--- src/shared/pllcb_pkg.sv ---
// Constants for the synthesizer control register bank
`default_nettype none
package pllcb_pkg;
  // Serial word layout
  localparam int WORD_W = 24;
  localparam int CTRL_W = 3;
  // Control field codes that pick the destination register
  localparam logic [2:0] ADDR_R0 = 3'h0;
  localparam logic [2:0] ADDR_R1 = 3'h1;
  localparam logic [2:0] ADDR_R2 = 3'h2;
  localparam logic [2:0] ADDR_CP_REF = 3'h4;
  localparam logic [2:0] ADDR_LO_PATH = 3'h5;
  localparam logic [2:0] ADDR_VCO = 3'h6;
  // Frequency word fields
  localparam int INT_LSB = 3;
  localparam int INT_W = 7;
  localparam int MOD_LSB = 3;
  localparam int MOD_W = 11;
  localparam int FRAC_LSB = 3;
  localparam int FRAC_W = 11;
  localparam int RATIO_W = 20;
  localparam logic [6:0] INT_RST = 7'h00;
  localparam logic [10:0] MOD_RST = 11'h600;
  localparam logic [10:0] FRAC_RST = 11'h000;
  // Charge pump and reference register fields
  localparam int CPM_LSB = 10;
  localparam int OFS_LSB = 12;
  localparam int OFS_W = 5;
  localparam int OFS_SIGN_BIT = 17;
  localparam int CP_SRC_BIT = 18;
  localparam int REF_LSB = 19;
  localparam int MUX_LSB = 21;
  localparam logic [23:0] CP_REF_RST = 24'h00_0004;
  // Output multiplexer codes
  localparam logic [2:0] MUX_LOCK = 3'h0;
  localparam logic [2:0] MUX_LOW = 3'h1;
  localparam logic [2:0] MUX_HIGH = 3'h2;
  localparam logic [2:0] MUX_EXT_LO = 3'h3;
  // Reference scale codes
  localparam logic [1:0] REF_X1 = 2'h0;
  localparam logic [1:0] REF_X2 = 2'h1;
  localparam logic [1:0] REF_HALF = 2'h2;
  localparam logic [1:0] REF_QUARTER = 2'h3;
  // LO path register fields
  localparam int LO_DRV_BIT = 3;
  localparam int LO_EXT_BIT = 4;
  localparam int LO_DIV_BIT = 5;
  localparam int PRE_DIV_BIT = 6;
  localparam int DEMOD_BIAS_BIT = 7;
  localparam logic [23:0] LO_PATH_RST = 24'h00_0005;
  // VCO register fields
  localparam int BAND_LSB = 3;
  localparam int BAND_W = 6;
  localparam int BAND_SRC_BIT = 9;
  localparam int AMP_LSB = 10;
  localparam int AMP_W = 5;
  localparam int VCO_OFF_BIT = 15;
  localparam int REG_OFF_BIT = 16;
  localparam int CP_EN_BIT = 17;
  localparam logic [23:0] VCO_RST = 24'h02_6006;
  // Divide ratios on the LO path
  localparam logic [2:0] LO_DIV_BY2 = 3'h2;
  localparam logic [2:0] LO_DIV_BY4 = 3'h4;
endpackage
`default_nettype wire

--- src/shared/pllcb_word_if.sv ---
// Carrier for a latched serial word between receiver and register bank
`timescale 1ns/10ps
`default_nettype none
interface pllcb_word_if;
  logic        valid;  // One-cycle pulse per latched word
  logic [23:0] word;   // Word as shifted in, control field low
  modport src (output valid, output word);
  modport dst (input valid, input word);
endinterface
`default_nettype wire

--- src/logic/pllcb_bank.sv ---
// Synthesizer control register bank written over the serial link
// Operation
// RULE1: Control code 100 loads charge pump register
// RULE2: Bit 18 picks internal or external resistor
// RULE3: Pump multiplier is one plus bits 11:10
// RULE4: Bits 16:12 set detector phase offset
// RULE5: Bit 17 sets phase offset sign
// RULE6: Reference scales by two, one, half, quarter
// RULE7: Mux output selectable, lock detect after reset
// RULE8: Lock detect drives high while locked
// RULE9: Register five holds LO direction, divider, bias
// RULE10: External LO divided by two or four
// RULE11: Host sets pin and bits for external LO
// RULE12: Control code 110 loads VCO register
// RULE13: Band source: calibration or serial band value
// RULE14: VCO amplitude 0 to 31, resets to 24
// RULE15: Separate VCO and regulator disable bits
// RULE16: Charge pump enable, enabled by default
// RULE17: Loop frequency is detector times 2(INT+FRAC/modulus)
// RULE18: Host keeps integer ratio at most 119
// RULE19: Internal VCO LO is loop frequency over four
// RULE20: 24-bit word, low three bits select register
// RULE21: Writes to registers 0-2 start VCO calibration
// RULE22: Host writes downward, register six first
// RULE23: Shift MSB first, latch on rising enable
`timescale 1ns/10ps
`default_nettype none
module pllcb_bank (
  // Clock and reset
  input  wire logic        clk,
  input  wire logic        rst_n,
  // Serial pins from the host
  input  wire logic        ser_clk,
  input  wire logic        ser_data,
  input  wire logic        latch_enable_line,
  // Analog status and strap pins
  input  wire logic        loop_locked,
  input  wire logic [5:0]  band_calibration,
  input  wire logic        lo_source_select_pin,
  // Multiplexed output pin
  output logic             mux_output_pin,
  // Charge pump and reference controls
  output logic             cp_use_current_set_resistor,
  output logic [2:0]       cp_current_mult,
  output logic [4:0]       det_phase_offset,
  output logic             det_phase_offset_neg,
  output logic [1:0]       ref_scale_sel,
  // LO path and demodulator controls
  output logic             lo_drive_bit,
  output logic             external_lo_bit,
  output logic             lo_path_divider_bit,
  output logic             lo_pre_poly_div2,
  output logic             demod_bias_en,
  output logic             external_lo_active,
  output logic [2:0]       lo_mixer_divide,
  // VCO controls
  output logic [5:0]       vco_band,
  output logic [4:0]       vco_amplitude,
  output logic             vco_en,
  output logic             voltage_regulator_en,
  output logic             cp_en,
  // Frequency plan
  output logic [6:0]       int_ratio,
  output logic [10:0]      modulus_value,
  output logic [10:0]      frac_value,
  output logic [19:0]      pll_ratio_num,
  output logic             vco_cal_start
);

  // Word carrier from the receiver
  pllcb_word_if word_bus ();

  // Receiver: pin sync, shifting and latch detection
  pllcb_serial_rx u_rx (
    .clk               (clk),
    .rst_n             (rst_n),
    .ser_clk           (ser_clk),
    .ser_data          (ser_data),
    .latch_enable_line (latch_enable_line),
    .word_o            (word_bus.src)
  );

  // Status pin synchronisers
  // Every pin passes two flops before use
  // Band word is quasi-static, so no handshake
  logic       lock_s1_q, lock_s1_d;   // First stage, read only by second
  logic       lock_s2_q, lock_s2_d;   // Safe lock level
  logic       losrc_s1_q, losrc_s1_d; // First stage
  logic       losrc_s2_q, losrc_s2_d; // Safe select pin level
  logic [5:0] band_s1_q, band_s1_d;   // First stage
  logic [5:0] band_s2_q, band_s2_d;   // Calibrated band, quasi-static

  // Next values of the synchronisers
  always_comb begin
    lock_s1_d  = loop_locked;
    lock_s2_d  = lock_s1_q;
    // Pins move one stage per edge
    losrc_s1_d = lo_source_select_pin;
    losrc_s2_d = losrc_s1_q;
    band_s1_d  = band_calibration;
    band_s2_d  = band_s1_q;
  end

  // Synchroniser flops
  always_ff @(posedge clk or negedge rst_n) begin
    if (!rst_n) begin
      // Idle levels: unlocked, select pin low, band zero
      lock_s1_q  <= 1'b0;
      lock_s2_q  <= 1'b0;
      losrc_s1_q <= 1'b0;
      losrc_s2_q <= 1'b0;
      band_s1_q  <= 6'h00;
      band_s2_q  <= 6'h00;
    end else begin
      // Stage two reads only stage one
      lock_s1_q  <= lock_s1_d;
      lock_s2_q  <= lock_s2_d;
      losrc_s1_q <= losrc_s1_d;
      losrc_s2_q <= losrc_s2_d;
      band_s1_q  <= band_s1_d;
      band_s2_q  <= band_s2_d;
    end
  end

  // Register storage and write decode
  // Whole words kept for codes 4 to 6; fields picked out later
  // Codes 3 and 7 belong elsewhere, dropped
  logic [23:0] cp_ref_q, cp_ref_d;     // Charge pump, detector, reference
  logic [23:0] lo_path_q, lo_path_d;   // LO path and demodulator
  logic [23:0] vco_q, vco_d;           // VCO control and enables
  logic [6:0]  int_q, int_d;           // Integer ratio
  logic [10:0] mod_q, mod_d;           // Modulus
  logic [10:0] frac_q, frac_d;         // Fraction
  logic        cal_q, cal_d;           // Calibration start strobe
  logic [2:0]  ctrl;                   // Control field of the new word

  // Destination chosen by the control field
  always_comb begin
    // Control field sits in the low bits
    ctrl      = word_bus.word[pllcb_pkg::CTRL_W-1:0]; // RULE20
    // Hold every register and clear the strobe unless a word arrives
    cp_ref_d  = cp_ref_q;
    lo_path_d = lo_path_q;
    vco_d     = vco_q;
    int_d     = int_q;
    mod_d     = mod_q;
    frac_d    = frac_q;
    cal_d     = 1'b0;
    if (!word_bus.valid) begin
      // No word this cycle: hold every register, strobe low
      cal_d = 1'b0;
    end else if (ctrl == pllcb_pkg::ADDR_CP_REF) begin
      cp_ref_d = word_bus.word; // RULE1
    end else if (ctrl == pllcb_pkg::ADDR_LO_PATH) begin
      lo_path_d = word_bus.word; // RULE9
    end else if (ctrl == pllcb_pkg::ADDR_VCO) begin
      vco_d = word_bus.word; // RULE12
    end else if (ctrl == pllcb_pkg::ADDR_R0) begin
      // Equal rewrite still calibrates
      int_d = word_bus.word[pllcb_pkg::INT_LSB +: pllcb_pkg::INT_W];
      cal_d = 1'b1; // RULE21
    end else if (ctrl == pllcb_pkg::ADDR_R1) begin
      // Modulus word
      mod_d = word_bus.word[pllcb_pkg::MOD_LSB +: pllcb_pkg::MOD_W];
      cal_d = 1'b1; // RULE21
    end else if (ctrl == pllcb_pkg::ADDR_R2) begin
      // Fraction word
      frac_d = word_bus.word[pllcb_pkg::FRAC_LSB +: pllcb_pkg::FRAC_W];
      cal_d  = 1'b1; // RULE21
    end else begin
      // Other codes belong to registers outside this bank
      cal_d = 1'b0;
    end
  end

  // Storage flops; rewrite of an equal value still strobes calibration
  always_ff @(posedge clk or negedge rst_n) begin
    if (!rst_n) begin
      // Idle register words
      cp_ref_q  <= pllcb_pkg::CP_REF_RST;
      lo_path_q <= pllcb_pkg::LO_PATH_RST;
      vco_q     <= pllcb_pkg::VCO_RST;
      int_q     <= pllcb_pkg::INT_RST;
      mod_q     <= pllcb_pkg::MOD_RST;
      frac_q    <= pllcb_pkg::FRAC_RST;
      cal_q     <= 1'b0;
    end else begin
      // Plain load on every edge
      cp_ref_q  <= cp_ref_d;
      lo_path_q <= lo_path_d;
      vco_q     <= vco_d;
      int_q     <= int_d;
      mod_q     <= mod_d;
      frac_q    <= frac_d;
      cal_q     <= cal_d;
    end
  end

  // Output stage: every control leaves from a flop
  // A cycle of latency buys glitch-free pins
  // Reset values hold until the first edge
  logic        mux_q, mux_d;           // Multiplexed pin level
  logic        cp_src_q, cp_src_d;     // Resistor choice
  logic [2:0]  cpm_q, cpm_d;           // Pump multiplier 1..4
  logic [4:0]  ofs_q, ofs_d;           // Phase offset magnitude
  logic        ofs_neg_q, ofs_neg_d;   // Phase offset sign
  logic [1:0]  ref_q, ref_d;           // Reference scale code
  logic [4:0]  lo_bits_q, lo_bits_d;   // Drive, ext, div, prediv, bias
  logic        ext_act_q, ext_act_d;   // External LO in use
  logic [2:0]  lodiv_q, lodiv_d;       // Divide ahead of the mixer
  logic [5:0]  band_q, band_d;         // Band actually used
  logic [4:0]  amp_q, amp_d;           // VCO amplitude
  logic        vco_en_q, vco_en_d;     // VCO running
  logic        reg_en_q, reg_en_d;     // Regulator running
  logic        cp_en_q, cp_en_d;       // Pump running
  logic [19:0] ratio_q, ratio_d;       // 2*(INT*modulus+FRAC)
  logic [17:0] int_mod;                // Product term
  logic [2:0]  mux_sel;                // Multiplexer code

  // Derived control values
  always_comb begin
    // Select code in the top three bits
    mux_sel = cp_ref_q[pllcb_pkg::MUX_LSB +: 3];
    // Pin choice; reset code selects the lock indication
    case (mux_sel)
      pllcb_pkg::MUX_LOCK:   mux_d = lock_s2_q;  // RULE7 RULE8
      pllcb_pkg::MUX_LOW:    mux_d = 1'b0;
      pllcb_pkg::MUX_HIGH:   mux_d = 1'b1;
      pllcb_pkg::MUX_EXT_LO: mux_d = ext_act_q;
      default:               mux_d = 1'b0;       // Unused codes park low
    endcase
    // Pump, detector and reference fields
    cp_src_d  = cp_ref_q[pllcb_pkg::CP_SRC_BIT]; // RULE2
    cpm_d     = 3'(cp_ref_q[pllcb_pkg::CPM_LSB +: 2]) + 3'h1; // RULE3
    ofs_d     = cp_ref_q[pllcb_pkg::OFS_LSB +: pllcb_pkg::OFS_W]; // RULE4
    ofs_neg_d = cp_ref_q[pllcb_pkg::OFS_SIGN_BIT]; // RULE5
    ref_d     = cp_ref_q[pllcb_pkg::REF_LSB +: 2]; // RULE6
    // LO path bits, held as one group
    lo_bits_d = {lo_path_q[pllcb_pkg::DEMOD_BIAS_BIT],
                 lo_path_q[pllcb_pkg::PRE_DIV_BIT],
                 lo_path_q[pllcb_pkg::LO_DIV_BIT],
                 lo_path_q[pllcb_pkg::LO_EXT_BIT],
                 lo_path_q[pllcb_pkg::LO_DRV_BIT]}; // RULE9
    // External path only when pin low, drive low, external high
    ext_act_d = ~losrc_s2_q & ~lo_path_q[pllcb_pkg::LO_DRV_BIT]
                & lo_path_q[pllcb_pkg::LO_EXT_BIT]; // RULE11
    // External LO: by 2 or 4; internal VCO: always by 4
    if (ext_act_d) begin
      lodiv_d = lo_path_q[pllcb_pkg::LO_DIV_BIT] ? pllcb_pkg::LO_DIV_BY4
                                                  : pllcb_pkg::LO_DIV_BY2; // RULE10
    end else begin
      lodiv_d = pllcb_pkg::LO_DIV_BY4; // RULE19
    end
    // Band from calibration unless the serial value is chosen
    if (vco_q[pllcb_pkg::BAND_SRC_BIT]) begin
      band_d = vco_q[pllcb_pkg::BAND_LSB +: pllcb_pkg::BAND_W]; // RULE13
    end else begin
      band_d = band_s2_q; // RULE13
    end
    // VCO and regulator bits are disables
    amp_d    = vco_q[pllcb_pkg::AMP_LSB +: pllcb_pkg::AMP_W]; // RULE14
    vco_en_d = ~vco_q[pllcb_pkg::VCO_OFF_BIT]; // RULE15
    reg_en_d = ~vco_q[pllcb_pkg::REG_OFF_BIT]; // RULE15
    cp_en_d  = vco_q[pllcb_pkg::CP_EN_BIT]; // RULE16
    // Ratio numerator over the modulus; fits for every 7-bit INT value
    int_mod = 18'(int_q) * 18'(mod_q); // RULE18
    // Factor two is the appended zero
    ratio_d = {19'(int_mod) + 19'(frac_q), 1'b0}; // RULE17
  end

  // Output flops
  always_ff @(posedge clk or negedge rst_n) begin
    if (!rst_n) begin
      // Quiet levels while in reset
      mux_q     <= 1'b0;
      cp_src_q  <= 1'b0;
      cpm_q     <= 3'h1;
      ofs_q     <= 5'h00;
      ofs_neg_q <= 1'b0;
      ref_q     <= pllcb_pkg::REF_X1;
      lo_bits_q <= 5'h00;
      ext_act_q <= 1'b0;
      lodiv_q   <= pllcb_pkg::LO_DIV_BY4;
      band_q    <= 6'h00;
      amp_q     <= 5'h00;
      vco_en_q  <= 1'b0;
      reg_en_q  <= 1'b0;
      cp_en_q   <= 1'b0;
      ratio_q   <= 20'h0_0000;
    end else begin
      // Derived values trail storage by a cycle
      mux_q     <= mux_d;
      cp_src_q  <= cp_src_d;
      cpm_q     <= cpm_d;
      ofs_q     <= ofs_d;
      ofs_neg_q <= ofs_neg_d;
      ref_q     <= ref_d;
      lo_bits_q <= lo_bits_d;
      ext_act_q <= ext_act_d;
      lodiv_q   <= lodiv_d;
      band_q    <= band_d;
      amp_q     <= amp_d;
      vco_en_q  <= vco_en_d;
      reg_en_q  <= reg_en_d;
      cp_en_q   <= cp_en_d;
      ratio_q   <= ratio_d;
    end
  end

  // Port drive
  assign mux_output_pin              = mux_q;

  // Charge pump and reference
  assign cp_use_current_set_resistor = cp_src_q;
  assign cp_current_mult             = cpm_q;
  assign det_phase_offset            = ofs_q;
  assign det_phase_offset_neg        = ofs_neg_q;
  assign ref_scale_sel               = ref_q;

  // LO path
  assign lo_drive_bit                = lo_bits_q[0];
  assign external_lo_bit             = lo_bits_q[1];
  assign lo_path_divider_bit         = lo_bits_q[2];
  assign lo_pre_poly_div2            = lo_bits_q[3];
  assign demod_bias_en               = lo_bits_q[4];
  assign external_lo_active          = ext_act_q;
  assign lo_mixer_divide             = lodiv_q;
  // VCO
  assign vco_band                    = band_q;
  assign vco_amplitude               = amp_q;
  assign vco_en                      = vco_en_q;
  assign voltage_regulator_en        = reg_en_q;
  assign cp_en                       = cp_en_q;
  // Frequency plan
  assign int_ratio                   = int_q;
  assign modulus_value               = mod_q;
  assign frac_value                  = frac_q;
  assign pll_ratio_num               = ratio_q;
  assign vco_cal_start               = cal_q;
endmodule
`default_nettype wire

--- src/logic/pllcb_serial_rx.sv ---
// Serial word receiver: pin synchronisers, shifter and latch strobe
`timescale 1ns/10ps
`default_nettype none
module pllcb_serial_rx (
  // Clock and reset
  input  wire logic clk,
  input  wire logic rst_n,
  // Serial pins from the host
  input  wire logic ser_clk,
  input  wire logic ser_data,
  input  wire logic latch_enable_line,
  // Latched words toward the bank
  pllcb_word_if.src word_o
);
  logic [2:0]  sclk_q, sclk_d;     // Two sync stages plus edge history
  logic [1:0]  sdat_q, sdat_d;     // Two sync stages
  logic [2:0]  ld_q, ld_d;         // Two sync stages plus edge history
  logic [23:0] shift_q, shift_d;   // Incoming bits, newest at bit 0
  logic [23:0] word_q, word_d;     // Last latched word
  logic        valid_q, valid_d;   // Latch strobe
  logic        sclk_rise;
  logic        ld_rise;

  // Next values; edges are judged only from stage two onward
  always_comb begin
    sclk_d    = {sclk_q[1:0], ser_clk};
    sdat_d    = {sdat_q[0], ser_data};
    ld_d      = {ld_q[1:0], latch_enable_line};
    sclk_rise = sclk_q[1] & ~sclk_q[2];
    ld_rise   = ld_q[1] & ~ld_q[2];
    shift_d   = shift_q;
    word_d    = word_q;
    valid_d   = 1'b0;
    // Most significant bit arrives first
    if (sclk_rise) begin
      shift_d = {shift_q[22:0], sdat_q[1]}; // RULE23
    end
    // Latch rise hands the word over; a coincident bit is kept
    if (ld_rise) begin
      word_d  = shift_d; // RULE23
      valid_d = 1'b1;
    end
  end

  // Registers only
  always_ff @(posedge clk or negedge rst_n) begin
    if (!rst_n) begin
      sclk_q  <= 3'h0;
      sdat_q  <= 2'h0;
      ld_q    <= 3'h0;
      shift_q <= 24'h00_0000;
      word_q  <= 24'h00_0000;
      valid_q <= 1'b0;
    end else begin
      sclk_q  <= sclk_d;
      sdat_q  <= sdat_d;
      ld_q    <= ld_d;
      shift_q <= shift_d;
      word_q  <= word_d;
      valid_q <= valid_d;
    end
  end

  assign word_o.valid = valid_q;
  assign word_o.word  = word_q;
endmodule
`default_nettype wire

--- config.mk ---
export PLATFORM = sky130hd
export DESIGN_NAME = pllcb_bank
export DESIGN_NICKNAME = d
export VERILOG_FILES = /design/src/shared/pllcb_pkg.sv /design/src/shared/pllcb_word_if.sv /design/src/logic/pllcb_bank.sv /design/src/logic/pllcb_serial_rx.sv
export SDC_FILE = /design/constraint.sdc
export NUM_CORES = 1
export LEC_CHECK = 0
export ABC_AREA = 1
export BUFFER_PORTS_ARGS = -buffer_cell sky130_fd_sc_hd__buf_4
export CAP_MARGIN = 20
export CORE_ASPECT_RATIO = 0.75
export CORE_UTILIZATION = 35
export DETAILED_ROUTE_END_ITERATION = 12
export HOLD_SLACK_MARGIN = 0.1
export SYNTH_ARGS = -nofsm -noshare
export SYNTH_HDL_FRONTEND = slang
export SYNTH_SLANG_ARGS = --single-unit
--- constraint.sdc ---
create_clock -name clk -period 4.2 [get_ports clk]
set_input_delay 0.21 -clock clk [delete_from_list [all_inputs] [get_ports clk]]
set_output_delay 0.21 -clock clk [all_outputs]
set_load 0.05 [all_outputs]
==> flow_summary.yaml <==
route:
  routed_via_density: 4.43
  ant_nets: 0
  firstDrtPassIters: 5
  first_iter_violations: 512
  via_count: 6606
  drt-total-wl_mm: 21.0
  wl_per_cell_um: 14.1
  drc: 0
worst_setup_path:
  slowest_delay_ps: 510
  worstSetupStartpointType: "register"
  r2r-start: "int_ratio[3]$_DFFE_PN0P_"
  crit_fanout: 6
  worst_setup_path_end_kind: "register"
  critical_path.top_delay_family: "adder cells"
  worst-path-buf-inv: 6
  arrival_ps: 4280
  cpMostUsedCell: "nand2_1"
  worst-setup-path-type: "register to register"
  r2r_end: "pll_ratio_num[19]$_DFF_PN0_"
  reg2reg_slack_ps: 240
  path_cells: "buf_4 -> buf_4 -> nand2_1 -> inv_1 -> fa_1 -> fa_1 -> fa_1 -> inv_1 -> fa_1 -> inv_1 -> ha_1 -> nand2_1 -> inv_1 -> nand2_1 -> nor3_1 -> nand2_1 -> nand3_1 -> nand2_1"
  crit_slowest_cell: "fa_1"
  rr_worst_depth: 18
  required_ps: 4530
power:
  p_seq_frac: 0.419
  vdd.ir_drop.worst_v: 0.000428
  power.total_mw: 5.42
  power_leakage_nw: 6.34
  internal_power_mw: 3.44
  power_frac_clock: 0.314
  p_comb_frac: 0.267
  p_switching_mw: 1.97
  switching_share: 0.365
  power-per-cell-area_mw_per_mm2: 471
layout:
  fillCellCount: 2559
  drive_above_1_share: 0.166
  final_cell_area_sq_mm: 0.0115
  fin_nets: 1245
  syn2layout_area_growth_pct: 20.8
  n_antenna_cell: 0
yosys:
  syn_area_sq_mm: 0.00951
  synth.distinct_cells: 25
  yosys_warnings: 0
  ys_ff_latch: 191
  synth_area_per_cell_sq_um: 9.32
  seq_area_frac_synth: 0.504
  synthCells: 1020
clock_tree:
  clk_latency_ps: 440
  cts.reportedPaths.clkPinSlew_ps: 70
  htreeDepth: 4
  cts_buffers: 17
  clock_sinks: 191
  cts_tree: "done"
  root_buffer: "clkbuf_16"
  clock_path_buffers: 2
floorplanning:
  rows: 51
  die-width_um: 192
  die_h_um: 145
  dieArea_sq_mm: 0.0278
  io_pins: 99
  initial_core_util: 0.362
  core-area_sq_mm: 0.0263
place:
  place_area_sq_mm: 0.0106
  port_buffers: 96
  hpwlAfterDp_mm: 15.1
  gp_routability_congestion: 0.838
  place_ws_ps: 93.1
timing:
  max_freq_mhz: 253
  setup_ws_ps: 242
  fin_skew_ps: 14.3
  setup_violations: 0
  period_minus_slack_ps: 3960
  relSlewSlack: 0.366
  worstMarginPinSlew_ps: 951
  maxSlewViolCount: 0
  min_period_over_period: 0.942
  hold_viol_final: 0
min_path:
  holdCritPathClass: "register to register"
  hp-start: "u_rx.sdat_q[0]$_DFF_PN0_"
  worstHoldPathCells: 0
  hold_end: "u_rx.sdat_q[1]$_DFF_PN0_"
global_routing:
  gr-usage-all-layers: 0.163
  grt_max_degree: 115
  grt_pass1_wl_mm: 34.4
  first_global_vias: 6357
  grt_overflow: 0
  antenna_found_initial: 0
flow_run:
  maxCapViolCount: 0
run_status:
  status: "finished clean"
## flip-flops by register name (all words and copies together), names as in the netlist, 2 cells and up
register	count
u_rx.shift_q	24
u_rx.word_o.word	24
pll_ratio_num	19
vco_q	15
cp_ref_q	14
frac_value	11
modulus_value	11
int_ratio	7
band_s1_q	6
band_s2_q	6
vco_band	6
det_phase_offset	5
lo_bits_q	5
lo_path_q	5
vco_amplitude	5
cp_current_mult	3
u_rx.ld_q	3
u_rx.sclk_q	3
lo_mixer_divide	2
ref_scale_sel	2
u_rx.sdat_q	2
## routing by layer
layer	vias to the layer above	share of wire	GRT usage
met5	-	0	0
met3	13	0.053	0.0386
met1	3186	0.51	0.246
met2	145	0.43	0.234
li1	3262	-	-
met4	0	0.0065	0.0352
## power groups by stage
stage          sequential [mW]  combinational (mW)  clock (mW)
2_1_floorplan             2.66               0.522           0
3_3_place_gp              2.31                1.34           0
3_5_place_dp              2.32                1.36           0
4_1_cts                   2.29                1.38        1.74
5_1_grt                   2.30                1.59        1.83
6_report                  2.27                1.45        1.70
## logic make-up (layout without fill, tap and decap cells)
kind of cell | Yosys count | in the layout | share of synthesized area
adders and majority gates | 98 | 98 | 0.172
xor gates and xnor gates | 7 | 7 | 0.00645
DFF | 191 | 191 | 0.504
and+or+nand+nor | 369 | 369 | 0.153
other | 1 | 2 | 0.000394
muxes | 6 | 6 | 0.00711
AOI/OAI and AO/OA | 99 | 99 | 0.0521
buffers and inverters | 249 | 375 | 0.105
## worst register-to-register path, delay by kind of cell (launching register included)
kind                     cells  cell delay (ps)
adder cells (fa/ha/maj)      5             2260
flip-flops                   1              460
AND/OR/NAND/NOR              7              600
buffers and inverters        6              530
## cells in the final DEF (no fill, tap or decap), types with 5 or more instances in the layout
master,netlist,final
inv_1,207,207
fa_1,55,55
dfrtp_1,184,173
o21ai_0,43,43
clkbuf_16,0,17
mux2_2,6,6
nand2_1,310,306
nor2_1,14,13
ha_1,43,41
nand2_2,2,6
dfstp_2,7,7
nand3_1,33,33
a21oi_1,11,10
dlygate4sd3_1,0,12
buf_4,3,121
o21ai_1,45,45
nor3_1,6,5
dfrtp_2,0,11
## how the worst max path moves through the flow
| stage | startpoint | to | slack [ps] | cells past startpoint |
|---|---|---|---|---|
| after floorplan | int_ratio[4]$_DFFE_PN0P_ | pll_ratio_num[18]$_DFF_PN0_ | 0.1 | 18 |
| after global placement | modulus_value[4]$_DFFE_PN0P_ | pll_ratio_num[18]$_DFF_PN0_ | 120 | 17 |
| after detailed placement | modulus_value[4]$_DFFE_PN0P_ | pll_ratio_num[18]$_DFF_PN0_ | 90 | 17 |
| after CTS | modulus_value[4]$_DFFE_PN0P_ | pll_ratio_num[18]$_DFF_PN0_ | 80 | 17 |
| after global routing | int_ratio[4]$_DFFE_PN0P_ | pll_ratio_num[14]$_DFF_PN0_ | -20 | 17 |
| final | int_ratio[3]$_DFFE_PN0P_ | pll_ratio_num[19]$_DFF_PN0_ | 240 | 18 |
## synthesized netlist by cell type, drive strengths merged
cell	n	area (sq um)
a21oi	11	55.1
buf	26	163
clkbuf	16	62.6
conb	1	3.75
dfrtp	184	4600
dfstp	7	184
fa	55	1100
ha	43	538
inv	207	777
mux2	6	67.6
nand2	312	1180
nand3	33	165
nand3b	1	7.51
nor2	14	52.6
nor3	6	30.0
nor4	1	6.26
o21ai	88	440
or2	2	12.5
xnor2	3	26.3
xor2	4	35.0
## timing repair
action / 4_1_cts / 5_1_grt
resized for setup: 0 / 14
hold buffers: 12 / 0
setup buffers: 0 / 14
endpoints found under the setup margin: 0 / 12
endpoints found under the hold margin: 118 / 0
## through the flow
stage | hold WS [ps] | util | std cells | TNS [ps]
after floorplan | -85.6 | - | 1021 | 0
after global placement | 319 | 0.402 | 1432 | 0
after detailed placement | 320 | 0.402 | 1432 | 0
after CTS | 351 | 0.430 | 1476 | 0
after global routing | 360 | 0.437 | 1491 | -34.7
final | 352 | 0.437 | 1491 | 0
## cell type report
class,instances,area [sq um],area share
Sequential cell,191,4800,0.418
Multi-Input combinational cell,581,3770,0.328
Tap cell,344,430,0.0375
Clock buffer,18,429,0.0374
Timing Repair Buffer,136,1090,0.0949
Clock inverter,14,190,0.0166
Inverter,207,777,0.0676
Note: power is estimated with default switching activity, not from simulation.
